**src/cstr_regs.svh**
```systemverilog
// Constants for the CPU status and trap-save register block.
// Assumes inclusion by the design modules; cstr_pkg.sv does not include it.
`ifndef CSTR_REGS_SVH
`define CSTR_REGS_SVH

// System register numbers
`define CSTR_SR_STATUS      5'h05
`define CSTR_SR_TC_PC       5'h10
`define CSTR_SR_TC_STATUS   5'h11
`define CSTR_SR_TRAP_PC     5'h12
`define CSTR_SR_TRAP_STATUS 5'h13
`define CSTR_SR_TC_BASE     5'h14
`define CSTR_SR_DEBUG_IND   5'h15

// Status word field positions, width and reset value
`define CSTR_SW_Z   0
`define CSTR_SW_S   1
`define CSTR_SW_OVF   2
`define CSTR_SW_CARRY 3
`define CSTR_SW_SAT 4
`define CSTR_SW_W   8
`define CSTR_SW_RST 8'h20

// Program counter width, saturation limits and word step
`define CSTR_PC_W      26
`define CSTR_SAT_MAX   32'h7FFFFFFF
`define CSTR_SAT_MIN   32'h80000000
`define CSTR_WORD_STEP 32'h00000004

`endif

```
**src/cstr_pkg.sv**
```systemverilog
// Types shared by the status and trap-save block.
// Assumes cstr_regs.svh is on the include path.
package cstr_pkg;
    typedef enum logic [2:0] {
        ALU_ADD, ALU_SUB, ALU_SATADD, ALU_SATSUB, ALU_LOGIC
    } cstr_aluop_e;
    typedef enum logic [1:0] {SZ_BYTE, SZ_HALF, SZ_WORD} cstr_size_e;
    typedef enum logic [1:0] {BIT_SET, BIT_CLR, BIT_NOT, BIT_TST} cstr_bitop_e;
    typedef struct packed {
        cstr_aluop_e op;
        logic [31:0] a;
        logic [31:0] b;
    } cstr_alu_req_s;
    typedef struct packed {
        logic [31:0] addr;
        cstr_size_e  size;
    } cstr_mem_req_s;
endpackage

```
**src/cstr_align.sv**
```systemverilog
// Splits word and halfword accesses into 32-bit bus cycles.
// Assumes a bus that takes a cycle when busValid and busReady are high.
`timescale 1ns/1ps
`include "cstr_regs.svh"
module cstr_align (
    input  wire logic                   core_clk,
    input  wire logic                   nrst,
    input  wire logic                   req,
    input  wire cstr_pkg::cstr_mem_req_s memReq,
    input  wire logic                   misalignEn,
    input  wire logic                   busReady,
    output logic                        reqReady,
    output logic                        busValid,
    output logic [31:0]                 busAddr,
    output logic [3:0]                  busBe,
    output logic                        busLast,
    output logic                        alignErr
);
    logic [3:0]  mask;
    logic [6:0]  span;
    logic        misaligned;
    logic        pend;
    logic [3:0]  pendBe;
    logic [31:0] pendAddr;

    // Little-endian lanes: byte 0 on bits 7:0
    always_comb begin
        unique case (memReq.size)
            cstr_pkg::SZ_BYTE: mask = 4'h1;
            cstr_pkg::SZ_HALF: mask = 4'h3;
            default:           mask = 4'hF;
        endcase
    end
    assign span = {3'h0, mask} << memReq.addr[1:0];
    assign misaligned =
        (memReq.size == cstr_pkg::SZ_HALF && memReq.addr[0]) ||
        (memReq.size == cstr_pkg::SZ_WORD && |memReq.addr[1:0]);
    assign reqReady = !pend && (!busValid || busReady);

    always_ff @(posedge core_clk or negedge nrst) begin
        if (!nrst) begin
            busValid <= 1'b0;
            busAddr  <= 32'h0000_0000;
            busBe    <= 4'h0;
            busLast  <= 1'b0;
            pend     <= 1'b0;
            pendBe   <= 4'h0;
            pendAddr <= 32'h0000_0000;
            alignErr <= 1'b0;
        end else begin
            alignErr <= 1'b0;
            if (req && reqReady) begin
                if (misaligned && !misalignEn) begin
                    // Refused outright rather than silently rounded
                    alignErr <= 1'b1;
                    busValid <= 1'b0;
                end else begin
                    busValid <= 1'b1;
                    busAddr  <= {memReq.addr[31:2], 2'h0};
                    busBe    <= span[3:0];
                    busLast  <= (span[6:4] == 3'h0);
                    pend     <= (span[6:4] != 3'h0);
                    pendBe   <= {1'h0, span[6:4]};
                    pendAddr <= {memReq.addr[31:2], 2'h0} + `CSTR_WORD_STEP;
                end
            end else if (pend && busReady) begin
                busValid <= 1'b1;
                busAddr  <= pendAddr;
                busBe    <= pendBe;
                busLast  <= 1'b1;
                pend     <= 1'b0;
            end else if (busReady) begin
                busValid <= 1'b0;
            end
        end
    end
endmodule // cstr_align

```
**src/cstr_core.sv**
```systemverilog
// CPU status word, table-call and trap save registers, debug indicator.
// Assumes the pipeline gives one-cycle event pulses on core_clk.
`timescale 1ns/1ps
`include "cstr_regs.svh"
module cstr_core (
    input  wire logic                    core_clk,
    input  wire logic                    nrst,
    input  wire logic                    aluValid,
    input  wire cstr_pkg::cstr_alu_req_s aluReq,
    output logic [31:0]                  aluResult,
    output logic                         aluDone,
    input  wire logic                    instRetire,
    input  wire logic [2:0]              instLen,
    input  wire logic                    pcLoad,
    input  wire logic [31:0]             pcLoadAddr,
    output logic [31:0]                  programCounter,
    input  wire logic                    tableCall,
    input  wire logic                    excTrap,
    input  wire logic                    dbgTrap,
    input  wire logic                    dbgReturn,
    input  wire logic                    sysWrite,
    input  wire logic                    sysRead,
    input  wire logic [4:0]              sysRegNum,
    input  wire logic [31:0]             sysWrData,
    output logic [31:0]                  sysRdData,
    output logic                         sysRdValid,
    output logic [31:0]                  tableCallBase,
    output logic [7:0]                   statusWord,
    output logic                         debugModeBit,
    input  wire logic                    bitReq,
    input  wire cstr_pkg::cstr_bitop_e   bitOp,
    input  wire logic [2:0]              bitNum,
    input  wire logic [7:0]              bitByteIn,
    output logic [7:0]                   bitByteOut,
    output logic                         bitByteWrite,
    input  wire logic                    ldValid,
    input  wire logic [31:0]             ldWord,
    input  wire cstr_pkg::cstr_mem_req_s ldReq,
    input  wire logic                    ldSigned,
    output logic [31:0]                  ldData,
    output logic                         ldDone,
    input  wire logic                    memReqValid,
    input  wire cstr_pkg::cstr_mem_req_s memReq,
    input  wire logic                    misalignEn,
    input  wire logic                    busReady,
    output logic                         memReqReady,
    output logic                         busValid,
    output logic [31:0]                  busAddr,
    output logic [3:0]                   busBe,
    output logic                         busLast,
    output logic                         alignErr
);
    localparam int PW = `CSTR_PC_W;

    logic [32:0]     sum;
    logic [31:0]     rawRes;
    logic            ovf;
    logic            isSat;
    logic [31:0]     next_res;
    logic [7:0]      next_sw;
    logic [PW-1:0]   nextPc;
    logic [PW-1:0]   pc;
    logic [PW-1:0]   tcPc;
    logic [PW-1:0]   trapPc;
    logic [7:0]      tcSw;
    logic [7:0]      trapSw;
    logic [PW-1:0]   tcBase;
    logic            dbgMode;
    logic            trapEv;
    logic            bitCur;
    logic [7:0]      next_byte;
    logic [31:0]     laneWord;
    logic [31:0]     next_ld;

    assign trapEv = excTrap || dbgTrap;

    // Two's complement add and subtract; bit 32 is carry or borrow
    always_comb begin
        if (aluReq.op == cstr_pkg::ALU_SUB || aluReq.op == cstr_pkg::ALU_SATSUB)
            sum = {1'b0, aluReq.a} - {1'b0, aluReq.b};
        else
            sum = {1'b0, aluReq.a} + {1'b0, aluReq.b};
    end
    assign rawRes = (aluReq.op == cstr_pkg::ALU_LOGIC) ? aluReq.a
                                                       : sum[31:0];
    assign isSat = (aluReq.op == cstr_pkg::ALU_SATADD) ||
                   (aluReq.op == cstr_pkg::ALU_SATSUB);
    always_comb begin
        unique case (aluReq.op)
            cstr_pkg::ALU_ADD, cstr_pkg::ALU_SATADD:
                ovf = (aluReq.a[31] == aluReq.b[31]) &&
                      (sum[31] != aluReq.a[31]);
            cstr_pkg::ALU_SUB, cstr_pkg::ALU_SATSUB:
                ovf = (aluReq.a[31] != aluReq.b[31]) &&
                      (sum[31] != aluReq.a[31]);
            default: ovf = 1'b0;
        endcase
    end

    // Flag and result update
    always_comb begin
        next_sw  = statusWord;
        next_res = rawRes;
        if (isSat && ovf) begin
            // Overflow direction is the sign of the first operand
            next_res = aluReq.a[31] ? `CSTR_SAT_MIN
                                    : `CSTR_SAT_MAX;
            next_sw[`CSTR_SW_SAT] = 1'b1;
            next_sw[`CSTR_SW_OVF] = 1'b1;
        end else begin
            next_sw[`CSTR_SW_OVF] = ovf;
        end
        next_sw[`CSTR_SW_S] = next_res[31];
        next_sw[`CSTR_SW_Z] = (next_res == 32'h0000_0000);
        if (aluReq.op != cstr_pkg::ALU_LOGIC)
            next_sw[`CSTR_SW_CARRY] = sum[32];
    end

    // Next instruction address; carry out of the top bit is lost
    assign nextPc = (pc + PW'(instLen)) & ~PW'(1);

    always_ff @(posedge core_clk or negedge nrst) begin
        if (!nrst) begin
            pc <= '0;
        end else if (pcLoad) begin
            pc <= pcLoadAddr[PW-1:0] & ~PW'(1);
        end else if (instRetire) begin
            pc <= nextPc;
        end
    end
    assign programCounter = {{(32-PW){1'b0}}, pc};

    always_ff @(posedge core_clk or negedge nrst) begin
        if (!nrst) begin
            aluResult <= 32'h0000_0000;
            aluDone   <= 1'b0;
        end else begin
            aluDone <= aluValid;
            if (aluValid)
                aluResult <= next_res;
        end
    end

    // Status word: flag results beat a system register write
    always_ff @(posedge core_clk or negedge nrst) begin
        if (!nrst) begin
            statusWord <= `CSTR_SW_RST;
        end else if (aluValid) begin
            statusWord <= next_sw;
        end else if (bitReq) begin
            statusWord[`CSTR_SW_Z] <= !bitCur;
        end else if (sysWrite && sysRegNum == `CSTR_SR_STATUS) begin
            statusWord <= sysWrData[`CSTR_SW_W-1:0];
        end
    end

    // Table-call save; the event wins over a concurrent load
    always_ff @(posedge core_clk or negedge nrst) begin
        if (!nrst) begin
            tcPc <= '0;
            tcSw <= 8'h00;
        end else if (tableCall) begin
            tcPc <= nextPc;
            tcSw <= statusWord;
        end else if (sysWrite) begin
            if (sysRegNum == `CSTR_SR_TC_PC)
                tcPc <= sysWrData[PW-1:0];
            if (sysRegNum == `CSTR_SR_TC_STATUS)
                tcSw <= sysWrData[7:0];
        end
    end

    always_ff @(posedge core_clk or negedge nrst) begin
        if (!nrst) begin
            trapPc <= '0;
            trapSw <= 8'h00;
        end else if (trapEv) begin
            trapPc <= nextPc;
            trapSw <= statusWord;
        end else if (sysWrite) begin
            if (sysRegNum == `CSTR_SR_TRAP_PC)
                trapPc <= sysWrData[PW-1:0];
            if (sysRegNum == `CSTR_SR_TRAP_STATUS)
                trapSw <= sysWrData[7:0];
        end
    end

    always_ff @(posedge core_clk or negedge nrst) begin
        if (!nrst) begin
            tcBase <= '0;
        end else if (sysWrite && sysRegNum == `CSTR_SR_TC_BASE) begin
            tcBase <= sysWrData[PW-1:0] & ~PW'(1);
        end
    end
    assign tableCallBase = {{(32-PW){1'b0}}, tcBase};

    // Set wins over the return so a trap is never lost
    always_ff @(posedge core_clk or negedge nrst) begin
        if (!nrst) begin
            dbgMode <= 1'b0;
        end else if (trapEv) begin
            dbgMode <= 1'b1;
        end else if (dbgReturn) begin
            dbgMode <= 1'b0;
        end
    end
    assign debugModeBit = dbgMode;

    // Read port; the indicator ignores writes
    always_ff @(posedge core_clk or negedge nrst) begin
        if (!nrst) begin
            sysRdData  <= 32'h0000_0000;
            sysRdValid <= 1'b0;
        end else begin
            sysRdValid <= sysRead;
            if (sysRead) begin
                unique case (sysRegNum)
                    `CSTR_SR_STATUS:
                        sysRdData <= {24'h0, statusWord};
                    `CSTR_SR_TC_PC:
                        sysRdData <= {6'h0, tcPc};
                    `CSTR_SR_TC_STATUS:
                        sysRdData <= {24'h0, tcSw};
                    `CSTR_SR_TRAP_PC:
                        sysRdData <= {6'h0, trapPc};
                    `CSTR_SR_TRAP_STATUS:
                        sysRdData <= {24'h0, trapSw};
                    `CSTR_SR_TC_BASE:
                        sysRdData <= {6'h0, tcBase};
                    `CSTR_SR_DEBUG_IND:
                        sysRdData <= {31'h0, dbgMode};
                    default:
                        sysRdData <= 32'h0000_0000;
                endcase
            end
        end
    end

    // Single-bit operations touch one byte only
    assign bitCur = bitByteIn[bitNum];
    always_comb begin
        next_byte = bitByteIn;
        unique case (bitOp)
            cstr_pkg::BIT_SET: next_byte[bitNum] = 1'b1;
            cstr_pkg::BIT_CLR: next_byte[bitNum] = 1'b0;
            cstr_pkg::BIT_NOT: next_byte[bitNum] = !bitCur;
            cstr_pkg::BIT_TST: next_byte[bitNum] = bitCur;
        endcase
    end
    always_ff @(posedge core_clk or negedge nrst) begin
        if (!nrst) begin
            bitByteOut   <= 8'h00;
            bitByteWrite <= 1'b0;
        end else begin
            bitByteWrite <= bitReq && bitOp != cstr_pkg::BIT_TST;
            if (bitReq)
                bitByteOut <= next_byte;
        end
    end

    // Load extraction; only aligned-word lanes are handled here
    assign laneWord = ldWord >> {ldReq.addr[1:0], 3'h0};
    always_comb begin
        unique case (ldReq.size)
            cstr_pkg::SZ_BYTE:
                next_ld = {{24{ldSigned && laneWord[7]}},
                           laneWord[7:0]};
            cstr_pkg::SZ_HALF:
                next_ld = {{16{ldSigned && laneWord[15]}},
                           laneWord[15:0]};
            default:
                next_ld = laneWord;
        endcase
    end
    always_ff @(posedge core_clk or negedge nrst) begin
        if (!nrst) begin
            ldData <= 32'h0000_0000;
            ldDone <= 1'b0;
        end else begin
            ldDone <= ldValid;
            if (ldValid)
                ldData <= next_ld;
        end
    end

    cstr_align u_align (
        .core_clk   (core_clk),
        .nrst       (nrst),
        .req        (memReqValid),
        .memReq     (memReq),
        .misalignEn (misalignEn),
        .busReady   (busReady),
        .reqReady   (memReqReady),
        .busValid   (busValid),
        .busAddr    (busAddr),
        .busBe      (busBe),
        .busLast    (busLast),
        .alignErr   (alignErr)
    );
endmodule // cstr_core

```
**config.mk**
```make
export PLATFORM = sky130hd
export DESIGN_NAME = cstr_core
export DESIGN_NICKNAME = d
export VERILOG_FILES = /design/src/cstr_pkg.sv /design/src/cstr_align.sv /design/src/cstr_core.sv
export VERILOG_INCLUDE_DIRS = /design/src
export SDC_FILE = /design/constraint.sdc
export NUM_CORES = 1
export LEC_CHECK = 0
export BUFFER_PORTS_ARGS = -buffer_cell sky130_fd_sc_hd__buf_2
export CAP_MARGIN = 20
export CELL_PAD_IN_SITES_DETAIL_PLACEMENT = 0
export CELL_PAD_IN_SITES_GLOBAL_PLACEMENT = 2
export CORE_AREA = 2 2 250 252
export CTS_BUF_LIST = sky130_fd_sc_hd__clkbuf_2
export CTS_CLUSTER_SIZE = 30
export DETAILED_ROUTE_END_ITERATION = 7
export DIE_AREA = 0 0 252 254
export MAX_ROUTING_LAYER = met4
export PLACE_DENSITY_LB_ADDON = 0.12
export SETUP_SLACK_MARGIN = 0.15
export SLEW_MARGIN = 40
export SYNTH_ARGS = -nofsm -noshare
export SYNTH_HDL_FRONTEND = slang
export SYNTH_SLANG_ARGS = --single-unit
```
**constraint.sdc**
```tcl
create_clock -name core_clk -period 2.6 [get_ports core_clk]
set_input_delay 0.13 -clock core_clk [delete_from_list [all_inputs] [get_ports core_clk]]
set_output_delay 0.13 -clock core_clk [all_outputs]
set_load 0.01 [all_outputs]
```
-- Word-level counts from Yosys, hierarchy flattened
Cells that the tools add are included.
- flip-flop bits (word level): 311
- bits in latches: 0
- bits in writable memories: 0
- bits in read-only memories: 0
- bits of input ports: 269
- memories kept: 0
- add/sub/neg operators: 4
- multipliers: 0
- divide/modulo/power cells: 0
- order comparisons: 2
- equality and inequality tests: 26
- shift operators: 2
- multiplexer cells: 56
- bitwise gates (word level): 6
- reductions and logical operators: 56
- operators by type and width (operator ; count):
    $mux 26 ; 8
    $mux 32 ; 6
    $pmux 26 s7 ; 1
    $pmux 32 s2 ; 1
    $mux 8 ; 6
    $add 32x32->33 ; 1
    $mux 33 ; 1
    $sub 32x32->33 ; 1
    $add 32x3->32 const B ; 1
    $logic_not 32->1 ; 1
    $pmux 8 s4 ; 1
    $shr 32x5->32 ; 1
    $eq 5x5->1 const B ; 6
    $add 26x3->26 ; 1
    $mux 1 ; 20
    $reduce_bool 2->1 ; 10
    $bwmux 8 ; 2
    $mux 4 ; 4
    $logic_and 1x1->1 ; 15
    $reduce_and 2->1 ; 7
    $mux 5 ; 2
    $reduce_and 3->1 ; 3
    $reduce_bool 3->1 ; 3
    $and 8x8->8 ; 1
    26 further kinds ; 49

-- Depth between registers and ports, before layout
- depth in word-level cells: 10
- gate-level depth with buffers: 21
- gate-level depth less buffers: 20

-- Modules after synthesis
A second synthesis with hierarchy kept.
- cells, all modules: 1999
- area, all modules: 18225.0 um2
- by module, submodules not included (module ; instances ; cells each ; area each (um2) ; sequential area each (um2)):
    cstr_core ; 1 ; 1653 ; 14406.3 ; 5731.7
    cstr_align ; 1 ; 346 ; 3818.7 ; 1776.7

-- Worst setup path after synthesis
No wires, ideal clock.
- path kind: input-to-reg
- start point: input aluReq[4] (netlist bit)
- end point: register statusWord[0]
- setup time: 92 ps
- arrival time: 4386 ps
- slack: -1878 ps
- cell stages on the path: 19
- path through: or4_1 > nor3_2 > nand2_1 > nor2_2 > nand3_1 > or4_1 > nor4_2 > nor2_1 > xnor2_1 > ha_1 > or2_2 > a311oi_1 > o2111a_1 > and3_1 > nor2_1 > nand3_2 > o211ai_1 > o41a_1 > o31ai_2
- word-level cells in the longest chain between the ends: 9
- elaborated cells on any way between the ends: 12
- classes of those cells: add/sub: 2; eq/ne: 1; mux: 5; reduce/logical: 4
- ends and longest elaborated chain (item ; RTL line ; text):
    from (decl) ; cstr_core.sv:9 ; input wire cstr_pkg::cstr_alu_req_s aluReq,
    $add 32x32->33 or $sub 32x32->33 (tied branches) ; cstr_core.sv:82, cstr_core.sv:80 ;
    $mux 33 * ; cstr_core.sv:79 ; if (aluReq.op == cstr_pkg::ALU_SUB || aluReq.op == cstr_pkg::ALU_SATSUB)
    $ne 1x1->1 ; cstr_core.sv:92, cstr_core.sv:95 ;
    $logic_and 1x1->1 (on tied branches) ; cstr_core.sv:94, cstr_core.sv:91 ;
    $pmux 1 s2 ; cstr_core.sv:89 ; unique case (aluReq.op)
    $logic_and 1x1->1 ; cstr_core.sv:104 ; if (isSat && ovf) begin
    $mux 32 * ; cstr_core.sv:104 ;
    $logic_not 32->1 * ; cstr_core.sv:114 ; next_sw[`CSTR_SW_Z] = (next_res == 32'h0000_0000);
    $mux 5 * ; cstr_core.sv:148 ; end else if (aluValid) begin
    to (signal assigned) ; cstr_core.sv:147 ; statusWord <= `CSTR_SW_RST;
    to (signal assigned) ; cstr_core.sv:149 ; statusWord <= next_sw;
    to (signal, indexed assignment) ; cstr_core.sv:151 ; statusWord[`CSTR_SW_Z] <= !bitCur;
    to (decl) ; cstr_core.sv:28 ; output logic [7:0] statusWord,
Mark *: on every way between the ends. The rest lies on a longest branch, timed or not.
A chain may end at the register's enable or synchronous reset.

-- Worst setup path in the final report
Same ends and word-level chain as after synthesis.

==> impl_metrics.yaml <==
drt:
  vias: 19500
  first_pass_iters: 5
  ant_nets: 0
  wl_per_cell_um: 18.4
  drtIter0Drc: 1016
  remaining_drc_errors: 0
  vias_per_cell: 4.80
  routed_wl_um: 74900
synthesis:
  ys_seq_elements: 300
  ys_seq_area_share_pct: 42.5
  synth-async-reset-ratio_pct: 100
  synth-main-ff-cell: "dfrtp_1"
  synthDistinctLibCells: 78
  syn_area_mm2: 0.0177
  avgSynthCellArea_um2: 8.86
  ys_warn_count: 0
  synth_edf_count: 0
  syn_inst: 1996
worst_setup_path:
  rrSetupSlack_ns: -0.07
  crit_slowest_cell: "or4_4"
  critPathLaunch: "aluReq[4]"
  critPathCaptureType: "register"
  path_class: "in2reg"
  cp.arrival_ns: 4.60
  max_stage_delay_ns: 0.56
  crit_path_start_kind: "input port"
  crit_family: "simple AND/OR/NAND/NOR gates"
  path_depth: 21
  crit_chain: "buf_6 -> or4_4 -> nor3_4 -> nand2_2 -> nor2_4 -> nand3_2 -> or4_4 -> nor4_4 -> nor2_1 -> xnor2_1 -> ha_1 -> or2_4 -> a311oi_2 -> o2111a_2 -> and3_4 -> nor2_4 -> buf_6 -> nand3_4 -> o211ai_1 -> o41a_1 -> o31ai_2"
  reg2reg_to: "trapPc[25]$_DFFE_PN0P_"
  cp_data_required_time_ns: 3.46
  critPathMaxFanout: 4
  reg2regPathDepth: 13
  worst-path-buf-inv: 2
  endpoint: "statusWord[0]$_DFFE_PN0P_"
  r2r_start: "pc[1]$_DFFE_PN0P_"
sta:
  fmax_mhz: 267
  finalCriticalPeriod_ns: 3.74
  max-slew-margin-rel_pct: 53.5
  fin_skew_ns: 0.100
  min_period_over_period_pct: 144
  finalMaxSlewViolations: 0
  finalWorstSetupSlack_ns: -1.14
  finalSetupTns_ns: -34.18
  hold_viol_final: 0
  tightest_slew_ns: 0.698
  rsz0062_at_grt: "true"
  finalSetupViolCount: 44
floorplan:
  core-area_mm2: 0.0613
  die_x_um: 252
  initial_core_util_pct: 28.9
  die_height_um: 254
  die_area_mm2: 0.0640
  num_io_pins: 490
  rows: 91
placement:
  dp.cells: 3377
  io_buffers: 423
  gp_congestion: 0.859
  place_hpwl_um: 52400
power:
  p_per_area_mw_per_mm2: 549
  peakVddDrop_v: 0.000381
  power_w: 0.0164
  power_leakage_nw: 14.1
cts:
  cts_num_sinks: 300
  h-tree-depth: 3
  numCtsBuffers: 91
  clock_path_buffers: 3
  clk_latency_ns: 1.04
  cts-root-buf: "clkbuf_2"
  clk_transition_reported_paths_ns: 0.09
  cts_tree: "done"
finish:
  multi_input_area_mm2: 0.0104
  layout_commonest_cell: "dlygate4sd3_1"
  nets: 3523
  final_cells: 4073
  mostFrequentLayoutCells: "dlygate4sd3_1, buf_2, buf_4, dfrtp_1, nand2_1"
  fillers: 6018
  areaGrowthSynthToFinish_pct: 69.0
  seqCellArea_mm2: 0.00751
  drive_gt1_share_pct: 34.7
  final_util_pct: 48.8
status:
  status: "complete, but fails checks"
  violations: "setup timing"
grt:
  grt_max_degree: 67
  grt_pass1_wl_um: 114000
  grt_use_total_pct: 23.4
  antenna_found_initial: 5
  grt_pass1_vias: 20200
  grt-ovfl-total: 0
worst_hold_path:
  hp-start: "pcLoad"
  hold_class: "in2reg"
flow_run:
  max_cap_violations: 0
worst min-delay path by stage:
stage                                        to  slack (ns)  cells past startpoint
after floorplan               aluDone$_DFF_PN0_       -0.17                      0
after global placement    ldData[8]$_DFFE_PN0P_        0.08                      1
after detailed placement  ldData[8]$_DFFE_PN0P_        0.08                      1
after CTS                   tcSw[2]$_DFFE_PN0P_      0.0005                      4
after global routing         pc[20]$_DFFE_PN0P_        0.02                      3
final                        pc[20]$_DFFE_PN0P_        0.14                      3
power by group:
part	internal (W)	switching, W	total (W)	leakage (nW)
combinational	0.00323	0.00318	0.00641	9.81
clock	0.00155	0.00222	0.00376	0.620
sequential	0.00558	0.000656	0.00624	3.64
total	0.0104	0.00605	0.0164	14.1
cell usage after synthesis (11+ instances only):
| library cell | count | share of area, % |
|---|---|---|
| dfrtp_1 | 299 | 42 |
| nand2_1 | 260 | 5.5 |
| a21oi_1 | 196 | 5.5 |
| nor2_1 | 196 | 4.2 |
| o21ai_0 | 126 | 3.6 |
| clkbuf_1 | 99 | 2.1 |
| mux2i_1 | 96 | 5.4 |
| xor2_1 | 81 | 4.0 |
| inv_1 | 60 | 1.3 |
| xnor2_1 | 53 | 2.6 |
| mux2_2 | 43 | 2.7 |
| and3_1 | 40 | 1.4 |
| nand3_1 | 37 | 1.0 |
| ha_1 | 36 | 2.5 |
| a211oi_1 | 28 | 1.2 |
| o22ai_1 | 26 | 0.92 |
| a31oi_1 | 25 | 0.88 |
| nor3_1 | 25 | 0.71 |
| buf_4 | 22 | 0.93 |
| a222oi_1 | 18 | 1.0 |
| a22oi_1 | 18 | 0.76 |
| a21o_1 | 15 | 0.64 |
| nand4_1 | 15 | 0.53 |
| nor2b_1 | 14 | 0.50 |
| buf_1 | 12 | 0.25 |
| buf_2 | 11 | 0.31 |
cell type report:
class / instances / area share (%)
Clock buffer: 131 / 2.19
Sequential cell: 300 / 25.1
Clock inverter: 24 / 0.540
Inverter: 60 / 0.754
Multi-Input combinational cell: 1513 / 34.8
Tap cell: 790 / 3.31
Timing Repair Buffer: 1250 / 33.2
Antenna cell: 5 / 0.0419
what timing repair did:
action                                 4_1_cts  5_1_grt
setup buffers                               25       21
setup endpoints to repair                   64      111
endpoints found under the hold margin      600        1
hold buffers                               489        1
pin swaps                                   49       25
cloned                                       3        2
gates resized for setup                     96      111
routing by layer:
| layer | GRT usage, % | share of wire [%] | vias up | wire, um |
|---|---|---|---|---|
| li1 | - | - | 9483 | - |
| met1 | 29.7 | 45 | 9436 | 33500 |
| met2 | 37.4 | 47 | 498 | 35400 |
| met3 | 4.88 | 5.6 | 115 | 4220 |
| met4 | 7.30 | 2.4 | 0 | 1810 |
| met5 | - | 0 | - | 0 |
logic make-up after synthesis:
| kind of cell | count (synthesis) | synth area share [%] |
|---|---|---|
| simple gates | 651 | 16.6 |
| compound gates | 526 | 18.1 |
| flops | 300 | 42.5 |
| buf+inv | 205 | 4.94 |
| mux | 141 | 8.43 |
| xor+xnor | 134 | 6.64 |
| fa+ha+maj | 38 | 2.77 |
| other cells | 1 | 0.0212 |
registers in the layout (all words and copies together), names as in the netlist, 26 cells and up:
signal	count
aluResult	32
ldData	32
u_align.busAddr	30
u_align.pendAddr	30
sysRdData	26
tcPc	26
trapPc	26
per-stage QoR:
step / area [um^2] / hold slack [ns] / setup WS (ns)
2_1_floorplan: 18000 / -0.166 / -1.85
3_3_place_gp: 22800 / 0.0804 / -2.24
3_5_place_dp: 22800 / 0.0805 / -2.25
4_1_cts: 29200 / 0.000512 / -0.957
5_1_grt: 29900 / 0.0208 / -1.23
6_report: 29900 / 0.137 / -1.14
worst min-delay path: cells and delay by family:
family | cells | cell delay (ns)
AOI/OAI and AO/OA | 1 | 0.17
buffers and inverters | 2 | 0.83
Note: power is estimated with default switching activity, not from simulation.
